File: src/logic/irqep_defines.vh
// offsets, field positions and reset values of the interrupt enable/priority registers
`ifndef IRQEP_DEFINES_VH
`define IRQEP_DEFINES_VH
`define IRQEP_ADDR_CORE_EN 8'ha8
`define IRQEP_ADDR_CORE_PRI 8'hb8
`define IRQEP_ADDR_EXT_EN 8'he7
`define IRQEP_ADDR_EXT_PRI 8'hf6
`define IRQEP_CORE_EN_MASK 8'hbf
`define IRQEP_CORE_PRI_MASK 8'h3f
`define IRQEP_EXT_EN_MASK 8'hbe
`define IRQEP_EXT_PRI_MASK 8'hf5
`define IRQEP_RESET_VALUE 8'h00
`define IRQEP_BIT_GLOBAL 7
`define IRQEP_BIT_TMR2 5
`define IRQEP_BIT_UART 4
`define IRQEP_BIT_TMR1 3
`define IRQEP_BIT_EXT1 2
`define IRQEP_BIT_TMR0 1
`define IRQEP_BIT_EXT0 0
`define IRQEP_BIT_XTAL 7
`define IRQEP_BIT_CONV 1
`define IRQEP_NSRC 18
`endif

File: src/logic/irqep_top.v
// interrupt enable and priority registers with masking and level arbitration
`include "irqep_defines.vh"
`timescale 1ns/1ps
`default_nettype none
// Operation
// bit 7 of core enable gates every source; 0 blocks all
// timer 2 overflow requests pass only while core enable bit 5 set
// uart rx or tx flag requests when core enable bit 4 set
// timer 1 overflow (timer control bit 7) needs core enable bit 3
// timer 0 overflow (timer control bit 5) needs core enable bit 1
// external pin 0 needs enable bit 0, pin 1 needs bit 2
// unused enable/priority bits read zero, writes to them ignored
// software writes 0 to extended enable bit 6; it reads 0
// core priority bits 5..0 give levels of six core sources
// crystal-valid flag requests need extended enable bit 7
// extended enable bits 5..2 mask software interrupts 3..0
// converter end-of-conversion requests need extended enable bit 1
// extended priority bits 7..4 set comparator edge levels
// extended priority bit 2 sets converter window compare level
// extended priority bit 0 sets serial peripheral level
// reset clears all four registers to zero
// high level preempts low service; equal or lower waits
module irqep_top (
  input wire REF_CLK,
  input wire RESET,
  input wire [7:0] SFR_ADDR,
  input wire [7:0] SFR_WDATA,
  input wire SFR_WR,
  input wire SFR_RD,
  output reg [7:0] SFR_RDATA,
  input wire TMR2_OVERFLOW_FLAG,
  input wire UART_RX_FLAG,
  input wire UART_TX_FLAG,
  input wire TMR1_OVERFLOW_FLAG,
  input wire TMR0_OVERFLOW_FLAG,
  input wire EXT_IRQ_PIN0,
  input wire EXT_IRQ_PIN1,
  input wire XTAL_OK_FLAG,
  input wire [3:0] SOFT_IRQ_BITS,
  input wire CONV_DONE_FLAG,
  input wire CMP1_RISE_REQ,
  input wire CMP1_FALL_REQ,
  input wire CMP0_RISE_REQ,
  input wire CMP0_FALL_REQ,
  input wire CONV_WINDOW_REQ,
  input wire SERIAL_PERIPH_REQ,
  input wire IRQ_ACK,
  input wire IRQ_RETURN,
  output reg IRQ_REQ,
  output reg [4:0] IRQ_VECTOR,
  output reg IRQ_HIGH,
  output reg [7:0] CORE_IRQ_ENABLE,
  output reg [7:0] CORE_IRQ_PRIORITY,
  output reg [7:0] EXTENDED_IRQ_ENABLE_B,
  output reg [7:0] EXTENDED_IRQ_PRIORITY_A
);
  reg [7:0] core_en_q;
  reg [7:0] core_pri_q;
  reg [7:0] ext_en_q;
  reg [7:0] ext_pri_q;
  reg in_low_q;
  reg in_high_q;
  wire [1:0] pin_sync;
  wire [`IRQEP_NSRC-1:0] raw;
  reg [`IRQEP_NSRC-1:0] mask;
  reg [`IRQEP_NSRC-1:0] level;
  wire [`IRQEP_NSRC-1:0] pend;
  wire [`IRQEP_NSRC-1:0] pend_hi;
  wire [`IRQEP_NSRC-1:0] pend_lo;
  reg [4:0] vec_d;
  reg hi_d;
  reg req_d;
  // pins are active low and asynchronous, so they are synchronised first
  irqep_sync #(.WIDTH(2)) u_pin_sync (
    .clk(REF_CLK),
    .rst(RESET),
    .din({~EXT_IRQ_PIN1, ~EXT_IRQ_PIN0}),
    .dout(pin_sync)
  );
  // source order is the fixed natural priority, lowest index first
  assign raw = {SERIAL_PERIPH_REQ, CONV_WINDOW_REQ, CMP0_FALL_REQ,
    CMP0_RISE_REQ, CMP1_FALL_REQ, CMP1_RISE_REQ, CONV_DONE_FLAG,
    SOFT_IRQ_BITS, XTAL_OK_FLAG, TMR2_OVERFLOW_FLAG,
    UART_RX_FLAG | UART_TX_FLAG, pin_sync[1], TMR1_OVERFLOW_FLAG,
    TMR0_OVERFLOW_FLAG, pin_sync[0]};
  function addr_hit;
    input [7:0] a;
    input [7:0] target;
    begin
      addr_hit = (a == target);
    end
  endfunction
  always @*
  begin
    mask = {`IRQEP_NSRC{1'b0}};
    mask[0] = core_en_q[`IRQEP_BIT_EXT0];
    mask[1] = core_en_q[`IRQEP_BIT_TMR0];
    mask[2] = core_en_q[`IRQEP_BIT_TMR1];
    mask[3] = core_en_q[`IRQEP_BIT_EXT1];
    mask[4] = core_en_q[`IRQEP_BIT_UART];
    mask[5] = core_en_q[`IRQEP_BIT_TMR2];
    mask[6] = ext_en_q[`IRQEP_BIT_XTAL];
    mask[10:7] = ext_en_q[5:2];
    mask[11] = ext_en_q[`IRQEP_BIT_CONV];
    // comparator, window and serial sources have masks held elsewhere
    mask[17:12] = 6'h3f;
    level = {`IRQEP_NSRC{1'b0}};
    level[0] = core_pri_q[`IRQEP_BIT_EXT0];
    level[1] = core_pri_q[`IRQEP_BIT_TMR0];
    level[2] = core_pri_q[`IRQEP_BIT_TMR1];
    level[3] = core_pri_q[`IRQEP_BIT_EXT1];
    level[4] = core_pri_q[`IRQEP_BIT_UART];
    level[5] = core_pri_q[`IRQEP_BIT_TMR2];
    level[12] = ext_pri_q[7];
    level[13] = ext_pri_q[6];
    level[14] = ext_pri_q[5];
    level[15] = ext_pri_q[4];
    level[16] = ext_pri_q[2];
    level[17] = ext_pri_q[0];
  end
  assign pend = raw & mask & {`IRQEP_NSRC{core_en_q[`IRQEP_BIT_GLOBAL]}};
  assign pend_hi = pend & level;
  assign pend_lo = pend & ~level;
  integer i;
  always @*
  begin
    vec_d = 5'h00;
    hi_d = 1'b0;
    req_d = 1'b0;
    // nothing outranks a running high service; low waits for any service
    if (!in_high_q && (|pend_hi))
    begin
      req_d = 1'b1;
      hi_d = 1'b1;
      for (i = `IRQEP_NSRC - 1; i >= 0; i = i - 1)
        if (pend_hi[i])
          vec_d = i[4:0];
    end
    else if (!in_high_q && !in_low_q && (|pend_lo))
    begin
      req_d = 1'b1;
      for (i = `IRQEP_NSRC - 1; i >= 0; i = i - 1)
        if (pend_lo[i])
          vec_d = i[4:0];
    end
  end
  always @(posedge REF_CLK)
  begin
    if (RESET)
    begin
      core_en_q <= `IRQEP_RESET_VALUE;
      core_pri_q <= `IRQEP_RESET_VALUE;
      ext_en_q <= `IRQEP_RESET_VALUE;
      ext_pri_q <= `IRQEP_RESET_VALUE;
    end
    else if (SFR_WR)
    begin
      if (addr_hit(SFR_ADDR, `IRQEP_ADDR_CORE_EN))
        core_en_q <= SFR_WDATA & `IRQEP_CORE_EN_MASK;
      else if (addr_hit(SFR_ADDR, `IRQEP_ADDR_CORE_PRI))
        core_pri_q <= SFR_WDATA & `IRQEP_CORE_PRI_MASK;
      else if (addr_hit(SFR_ADDR, `IRQEP_ADDR_EXT_EN))
        ext_en_q <= SFR_WDATA & `IRQEP_EXT_EN_MASK;
      else if (addr_hit(SFR_ADDR, `IRQEP_ADDR_EXT_PRI))
        ext_pri_q <= SFR_WDATA & `IRQEP_EXT_PRI_MASK;
    end
  end
  // service levels: acknowledge enters the offered level, return leaves
  // the innermost one
  always @(posedge REF_CLK)
  begin
    if (RESET)
    begin
      in_low_q <= 1'b0;
      in_high_q <= 1'b0;
    end
    else if (IRQ_ACK && IRQ_REQ)
    begin
      if (IRQ_HIGH)
        in_high_q <= 1'b1;
      else
        in_low_q <= 1'b1;
    end
    else if (IRQ_RETURN)
    begin
      if (in_high_q)
        in_high_q <= 1'b0;
      else
        in_low_q <= 1'b0;
    end
  end
  always @(posedge REF_CLK)
  begin
    if (RESET)
    begin
      SFR_RDATA <= 8'h00;
      IRQ_REQ <= 1'b0;
      IRQ_VECTOR <= 5'h00;
      IRQ_HIGH <= 1'b0;
      CORE_IRQ_ENABLE <= 8'h00;
      CORE_IRQ_PRIORITY <= 8'h00;
      EXTENDED_IRQ_ENABLE_B <= 8'h00;
      EXTENDED_IRQ_PRIORITY_A <= 8'h00;
    end
    else
    begin
      // request is withdrawn the cycle it is acknowledged
      IRQ_REQ <= req_d & ~(IRQ_ACK & IRQ_REQ);
      IRQ_VECTOR <= vec_d;
      IRQ_HIGH <= hi_d;
      CORE_IRQ_ENABLE <= core_en_q;
      CORE_IRQ_PRIORITY <= core_pri_q;
      EXTENDED_IRQ_ENABLE_B <= ext_en_q;
      EXTENDED_IRQ_PRIORITY_A <= ext_pri_q;
      if (!SFR_RD)
        SFR_RDATA <= 8'h00;
      else if (addr_hit(SFR_ADDR, `IRQEP_ADDR_CORE_EN))
        SFR_RDATA <= core_en_q;
      else if (addr_hit(SFR_ADDR, `IRQEP_ADDR_CORE_PRI))
        SFR_RDATA <= core_pri_q;
      else if (addr_hit(SFR_ADDR, `IRQEP_ADDR_EXT_EN))
        SFR_RDATA <= ext_en_q;
      else if (addr_hit(SFR_ADDR, `IRQEP_ADDR_EXT_PRI))
        SFR_RDATA <= ext_pri_q;
      else
        SFR_RDATA <= 8'h00;
    end
  end
endmodule
`default_nettype wire

File: src/logic/irqep_sync.v
// two-flop synchroniser bank for asynchronous request pins
`timescale 1ns/1ps
`default_nettype none
module irqep_sync #(
  parameter WIDTH = 2
) (
  input wire clk,
  input wire rst,
  input wire [WIDTH-1:0] din,
  output reg [WIDTH-1:0] dout
);
  reg [WIDTH-1:0] meta_q;
  always @(posedge clk)
  begin
    if (rst)
    begin
      meta_q <= {WIDTH{1'b0}};
      dout <= {WIDTH{1'b0}};
    end
    else
    begin
      meta_q <= din;
      dout <= meta_q;
    end
  end
endmodule
`default_nettype wire

File: config.mk
export PLATFORM = sky130hd
export DESIGN_NAME = irqep_top
export DESIGN_NICKNAME = d
export VERILOG_FILES = /design/src/logic/irqep_top.v /design/src/logic/irqep_sync.v
export VERILOG_INCLUDE_DIRS = /design/src /design/src/logic
export SDC_FILE = /design/constraint.sdc
export NUM_CORES = 1
export LEC_CHECK = 0
export ABC_AREA = 1
export BUFFER_PORTS_ARGS = -buffer_cell sky130_fd_sc_hd__buf_2
export CAP_MARGIN = 25
export CORE_MARGIN = 3
export CORE_UTILIZATION = 55
export CTS_BUF_LIST = sky130_fd_sc_hd__clkbuf_16
export DETAILED_ROUTE_END_ITERATION = 12
export PLACE_DENSITY_LB_ADDON = 0.3
export SLEW_MARGIN = 20
export SYNTH_ARGS = -nofsm -noshare
export SYNTH_HDL_FRONTEND = slang
export SYNTH_SLANG_ARGS = --single-unit
File: constraint.sdc
create_clock -name REF_CLK -period 2.6 [get_ports REF_CLK]
set_input_delay 0.13 -clock REF_CLK [delete_from_list [all_inputs] [get_ports REF_CLK]]
set_output_delay 0.13 -clock REF_CLK [all_outputs]
set_load 0.01 [all_outputs]
==> results of run 1 <==
[routing by layer]
| layer | vias to the layer above | share of wire |
|---|---|---|
| met2 | 140 | 0.46 |
| met1 | 1308 | 0.42 |
| li1 | 1466 | - |
| met5 | - | 0 |
| met3 | 25 | 0.095 |
| met4 | 0 | 0.031 |
[state kept, by name (all words and copies together), names as in the netlist, 6 cells and up]
name,cells
CORE_IRQ_PRIORITY,6
core_pri_q,6
core_en_q,7
ext_pri_q,6
ext_en_q,6
SFR_RDATA,8
EXTENDED_IRQ_PRIORITY_A,6
CORE_IRQ_ENABLE,7
EXTENDED_IRQ_ENABLE_B,6
[kinds of logic (layout without fill, tap and decap cells)]
group                  count (synthesis)  after routing
AOI/OAI and AO/OA                     74             74
buffers and inverters                 72            152
DFF                                   71             71
other                                  1              7
and+or+nand+nor                      182            182
[through the flow]
| stage | hold slack [ns] | cell area, um^2 | worst slack (ns) |
|---|---|---|---|
| finish | 0.08123 | 3772 | 0.3709 |
| detailed placement | 0.2877 | 3437 | 0.1389 |
| CTS | 0.06988 | 3771 | 0.1211 |
| global placement | 0.2813 | 3437 | 0.3258 |
| floorplan | 0.1967 | 3067 | 0.8594 |
| global route | 0.09873 | 3772 | 0.1532 |
[power breakdown]
part           internal, mW  switching [mW]
clock                 0.832           0.446
combinational        0.0346          0.0614
sequential             1.09         0.00229
total                  1.96           0.509
[cell usage after synthesis (all sizes together) (3+ instances only)]
master  instances
nor2           79
dfxtp          71
inv            52
nand2          52
o21ai          30
nand3          27
a21oi          22
buf            16
a211oi          9
nor4            8
nor3            7
nand4           5
o22ai           5
clkbuf          4
a221oi          3
o211ai          3
[critical path, stage by stage, from the launching register on]
cell and delay (ns):
dfxtp_2 0.62, nand3_1 0.18, nor2_1 0.22, nor2_1 0.06
nand2_1 0.09, nor2_1 0.05, nand2_1 0.07, nor2_1 0.05
nor3_1 0.21, nand2_1 0.14, or3b_1 0.36, a21oi_1 0.11
[timing repair]
action                                  4_1_cts  5_1_grt
resized for setup                             0        1
endpoints found under the setup margin        0        5
endpoints found under the hold margin         2        0
hold buffers                                  2        0
[path summary, 6_finish.rpt]
check	start	end	slack [ns]
min reg2reg	u_pin_sync.meta_q[0]	u_pin_sync.dout[0]	0.40
min	SFR_WDATA[6]	ext_pri_q[6]	0.08
max reg2reg	core_en_q[7]	IRQ_VECTOR[4]	0.37
max	core_en_q[7]	IRQ_VECTOR[4]	0.37
[cell type report]
| type | instances | area, um^2 |
|---|---|---|
| clock buffers | 9 | 225.2 |
| clock inverters | 7 | 88.84 |
| fillers | 393 | 1465 |
| inverters | 52 | 197.7 |
| multi-input cells | 263 | 1315 |
| flip-flops and latches | 71 | 1423 |
| well taps | 70 | 87.58 |
| repair buffers | 84 | 435.4 |
==> flow_summary_export.csv, run 1 <==
group,metric,value,unit
outcome,status,"completed",
die,die_y,80.40,um
timing,post-route-period-util,0.8573,
routing,drt-initial-drc-count,271,
global_routing,grt_max_degree,45,
layout,final_cell_mix,"buf_2 (80), nor2_1 (75), dfxtp_1 (70)",
routing,ant_nets,0,
yosys,synth_ff_type,"dfxtp_1",
die,core_area,0.005238,mm^2
global_routing,use_met1,0.3347,
yosys,yosysTopAreaCell,"dfxtp_1",
worst_setup_path,worstPathRequired,2.86,ns
yosys,netlist_instances,400,
global_routing,met3_usage,0.05381,
timing,slew_headroom,0.6330,
yosys,synthSimpleGateAreaFrac,0.2733,
routing,viasPerCell,5.286,
placement,routabilityCongestion,0.9814,
layout,antenna_cells,0,
yosys,synth_xor_area_frac,0,
timing,finalHoldViolations,0,
global_routing,grt_usage,0.2609,
die,die_area,0.006463,mm^2
pwr,p_per_area,654.3,mW/mm^2
timing,setup_viol,0,
worst_setup_path,worst_setup_path_end_kind,"register",
yosys,yosysTopAreaCellShare,0.4669,
worst_setup_path,crit_path_start_kind,"register",
yosys,synth_compound_area_frac,0.1500,
global_routing,first_global_vias,2707,
global_routing,grt_pass1_wl,12.76,mm
layout,area.growth.synth_to_final,23.92,%
clock_network,htree_num_levels,3,
die,start_util,0.5812,
global_routing,grt_util_met2,0.4089,
yosys,synth_seq_area_share,0.4669,
clock_network,cts_setup_buffers,0,
clock_network,cts.sinks,71,
yosys,synth_enable_flop_cells,0,
yosys,syn_area,0.003044,mm^2
yosys,synth-adder-area-share,0,
layout,drive_above_1_share,0.2469,
layout,post_layout_nonfiller_instances,556,
timing,tightest_slew,0.5463,ns
timing,finalMaxSlewViolations,0,
pwr,p_leak,1.798,nW
yosys,synth_top_family_by_area,"simple AND/OR/NAND/NOR gates",
routing,wl_per_cell,13.93,um
yosys,ys_ff_latch,71,
routing,dr_total_vias,2939,
layout,fin_nets,522,
clock_network,clk_pin_slew,0.06,ns
layout,layout_commonest_cell,"buf_2",
global_routing,globalRouteOverflowTotal,0,
layout,fin_util,0.7203,
pwr,power,2.468,mW
worst_setup_path,critical_path_class,"register to register",
timing,clock.fmax,448.6,MHz
clock_network,cts_tree,"done",
pwr,ir_drop,430.8,uV
die,row_count,26,
routing,drtPass1Iterations,7,
worst_setup_path,rr_worst_depth,11,
yosys,synth.avg_cell_area,7.610,um^2
timing,fin_skew,0.01043,ns
timing,fin_tns_setup,0,ns
routing,drc,0,
placement,dpl.hpwl,5.762,mm
yosys,async_flop_share,0,
clock_network,cts_buffers,9,
worst_setup_path,cp.arrival,2.49,ns
placement,io_buffers,80,
die,die_w,80.40,um
worst_setup_path,cp_max_fo,27,
clock_network,cts_root_buffer,"clkbuf_16",
clock_network,cts_buffer_depth,2,
worst_hold_path,hold_path_class,"primary input to register",
global_routing,busiest_layer,"met2",
worst_hold_path,min_path_cells,3,
global_routing,antenna_found_initial,0,
placement,dp_cells,538,
job,max-cap-violations,0,
clock_network,clock_latency,0.33,ns
yosys,synthTopCellsByArea,"dfxtp_1 (47%), nor2_1 (9.2%), nand2_1 (6.3%)",
routing,wl,7.745,mm
timing,rsz0062_at_grt,"no",
die,boundaryPins,88,
yosys,yosys_warnings,0,
timing,fin_crit,2.229,ns
yosys,yosysUniqueCellTypes,36,
yosys,yosys-mux-area-fraction,0,
(Power assumes the default switching activity.)
==> run 2: changes to the inputs <==
--- a/config.mk
+++ b/config.mk
@@ -13,7 +13,7 @@
 export CORE_UTILIZATION = 55
 export CTS_BUF_LIST = sky130_fd_sc_hd__clkbuf_16
 export DETAILED_ROUTE_END_ITERATION = 12
-export PLACE_DENSITY_LB_ADDON = 0.3
+export PLACE_DENSITY = 0.8
 export SLEW_MARGIN = 20
 export SYNTH_ARGS = -nofsm -noshare
 export SYNTH_HDL_FRONTEND = slang
==> constraint.sdc (replaced) <==
create_clock -name REF_CLK -period 2.6 [get_ports REF_CLK]
set_input_delay 0.65 -clock REF_CLK [delete_from_list [all_inputs] [get_ports REF_CLK]]
set_output_delay 0.65 -clock REF_CLK [all_outputs]
set_load 0.01 [all_outputs]
==> flow_summary_export.csv, run 2 (synthesized netlist as in run 1, its figures left out) <==
group,metric,value,unit
layout,drive_above_1_share,0.2474,
worst_setup_path,reg2reg_to,"IRQ_VECTOR[4]",
die,core_area,0.005238,mm^2
layout,seqCellArea,0.001423,mm^2
worst_setup_path,rr_worst_depth,11,
clock_network,htree_num_levels,3,
layout,fin_util,0.7126,
timing,setup_viol,0,
layout,largest_register_ffs,8,
layout,antenna_cells,0,
clock_network,clk_pin_slew,0.05,ns
layout,area.growth.synth_to_final,22.61,%
timing,tightest_slew,0.6004,ns
layout,largest_register,"SFR_RDATA",
worst_setup_path,reg2reg_slack,0.45,ns
die,die_w,80.40,um
layout,multiInputGateArea,0.001315,mm^2
global_routing,grt_usage,0.2544,
routing,drt-initial-drc-count,226,
outcome,status,"completed",
die,boundaryPins,88,
pwr,p_per_area,624.7,mW/mm^2
layout,fillers,408,
routing,viasPerCell,5.209,
timing,post-route-period-util,0.8272,
timing,rsz0062_at_grt,"no",
worst_setup_path,cp_max_fo,27,
timing,fin_crit,2.151,ns
clock_network,cts_root_buffer,"clkbuf_16",
layout,top_regs,"SFR_RDATA (8), CORE_IRQ_ENABLE (7), core_en_q (7)",
timing,slew_headroom,0.5966,
worst_hold_path,min_path_cells,2,
timing,fin_tns_setup,0,ns
routing,drc,0,
timing,fin_skew,0.002230,ns
global_routing,globalRouteOverflowTotal,0,
worst_setup_path,critical_path_class,"register to register",
pwr,p_leak,1.783,nW
global_routing,grt_max_degree,45,
timing,finalHoldViolations,0,
worst_setup_path,worst_setup_path_end_kind,"register",
worst_setup_path,r2r_start,"core_en_q[7]",
clock_network,clock_latency,0.32,ns
worst_hold_path,hold_path_class,"register to register",
clock_network,hold_buffers,0,
global_routing,first_global_vias,2687,
die,die_area,0.006463,mm^2
routing,drtPass1Iterations,5,
placement,io_buffers,80,
routing,wl_per_cell,13.98,um
global_routing,antenna_found_initial,0,
pwr,ir_drop,396.5,uV
worst_setup_path,cp.arrival,2.40,ns
timing,clock.fmax,465.0,MHz
clock_network,cts_buffer_depth,2,
placement,routabilityCongestion,0.9765,
clock_network,cts_tree,"done",
routing,dr_total_vias,2891,
clock_network,cts_buffers,9,
layout,final_cell_mix,"buf_2 (80), nor2_1 (75), dfxtp_1 (70)",
global_routing,grt_pass1_wl,12.49,mm
die,row_count,26,
layout,fin_nets,522,
worst_setup_path,worstPathRequired,2.85,ns
clock_network,cts.sinks,71,
placement,dpl.hpwl,5.736,mm
layout,layout_commonest_cell,"buf_2",
timing,finalMaxSlewViolations,0,
job,max-cap-violations,0,
die,die_y,80.40,um
worst_hold_path,min_from,"u_pin_sync.meta_q[0]",
routing,ant_nets,0,
routing,wl,7.761,mm
worst_setup_path,crit_path_start_kind,"register",
worst_hold_path,whs_endpoint,"u_pin_sync.dout[0]",
die,start_util,0.5812,
-- run 2: through the flow --
stage | total power [mW] | hold slack (ns) | cells | worst slack [ns] | instance area [um^2]
finish | 2.332 | 0.3994 | 555 | 0.4493 | 3732
global placement | 1.209 | 0.3896 | 540 | 0.2207 | 3452
CTS | 2.339 | 0.4024 | 555 | 0.1190 | 3731
floorplan | 1.167 | 0.3883 | 406 | 0.4263 | 3067
global route | 2.395 | 0.4301 | 555 | 0.1695 | 3732
detailed placement | 1.210 | 0.3934 | 540 | 0.1446 | 3452
-- run 2: final cells by class --
type | count | area share
clock buffers | 9 | 0.06034
inverters | 52 | 0.05297
repair buffers | 84 | 0.1153
clock inverters | 6 | 0.01442
well taps | 70 | 0.02347
flip-flops and latches | 71 | 0.3812
multi-input cells | 263 | 0.3523
-- run 2: worst max-delay path by stage --
| stage | from | end | depth (start not counted) |
|---|---|---|---|
| floorplan | SFR_ADDR[0] | core_en_q[3] | 14 |
| global placement | SFR_ADDR[0] | core_en_q[0] | 14 |
| detailed placement | core_en_q[7] | IRQ_VECTOR[4] | 11 |
| CTS | core_en_q[7] | IRQ_VECTOR[4] | 11 |
| global route | core_en_q[7] | IRQ_VECTOR[4] | 11 |
| finish | core_en_q[7] | IRQ_VECTOR[4] | 11 |
-- run 2: worst max-delay path, stage by stage (launching register included) --
cell	delay, ns
dfxtp_2	0.62
nand3_1	0.18
nand2_1	0.16
nor2_1	0.05
nand2_1	0.10
nor2_1	0.05
nand2_1	0.06
nor2_1	0.04
nor3_1	0.18
nand2_1	0.12
or3b_1	0.36
a21oi_1	0.13
-- run 2: metal layers --
metal,GRT usage,share of wire,vias up,wire [um]
met2,0.4189,0.47,125,3649
met5,0,0,-,0
li1,-,-,1465,-
met3,0.05045,0.083,14,644
met4,0.09628,0.017,0,131
met1,0.3282,0.43,1287,3335
-- run 2: timing repair --
item | in CTS | in global routing
resized for setup | 0 | 1
setup endpoints to repair | 0 | 5
buffers inserted | 0 | 0
-- run 2: report_power, final --
part	switching [mW]	internal [mW]
registers	0.00231	1.09
clock network	0.418	0.724
logic	0.0611	0.0327
total	0.482	1.85
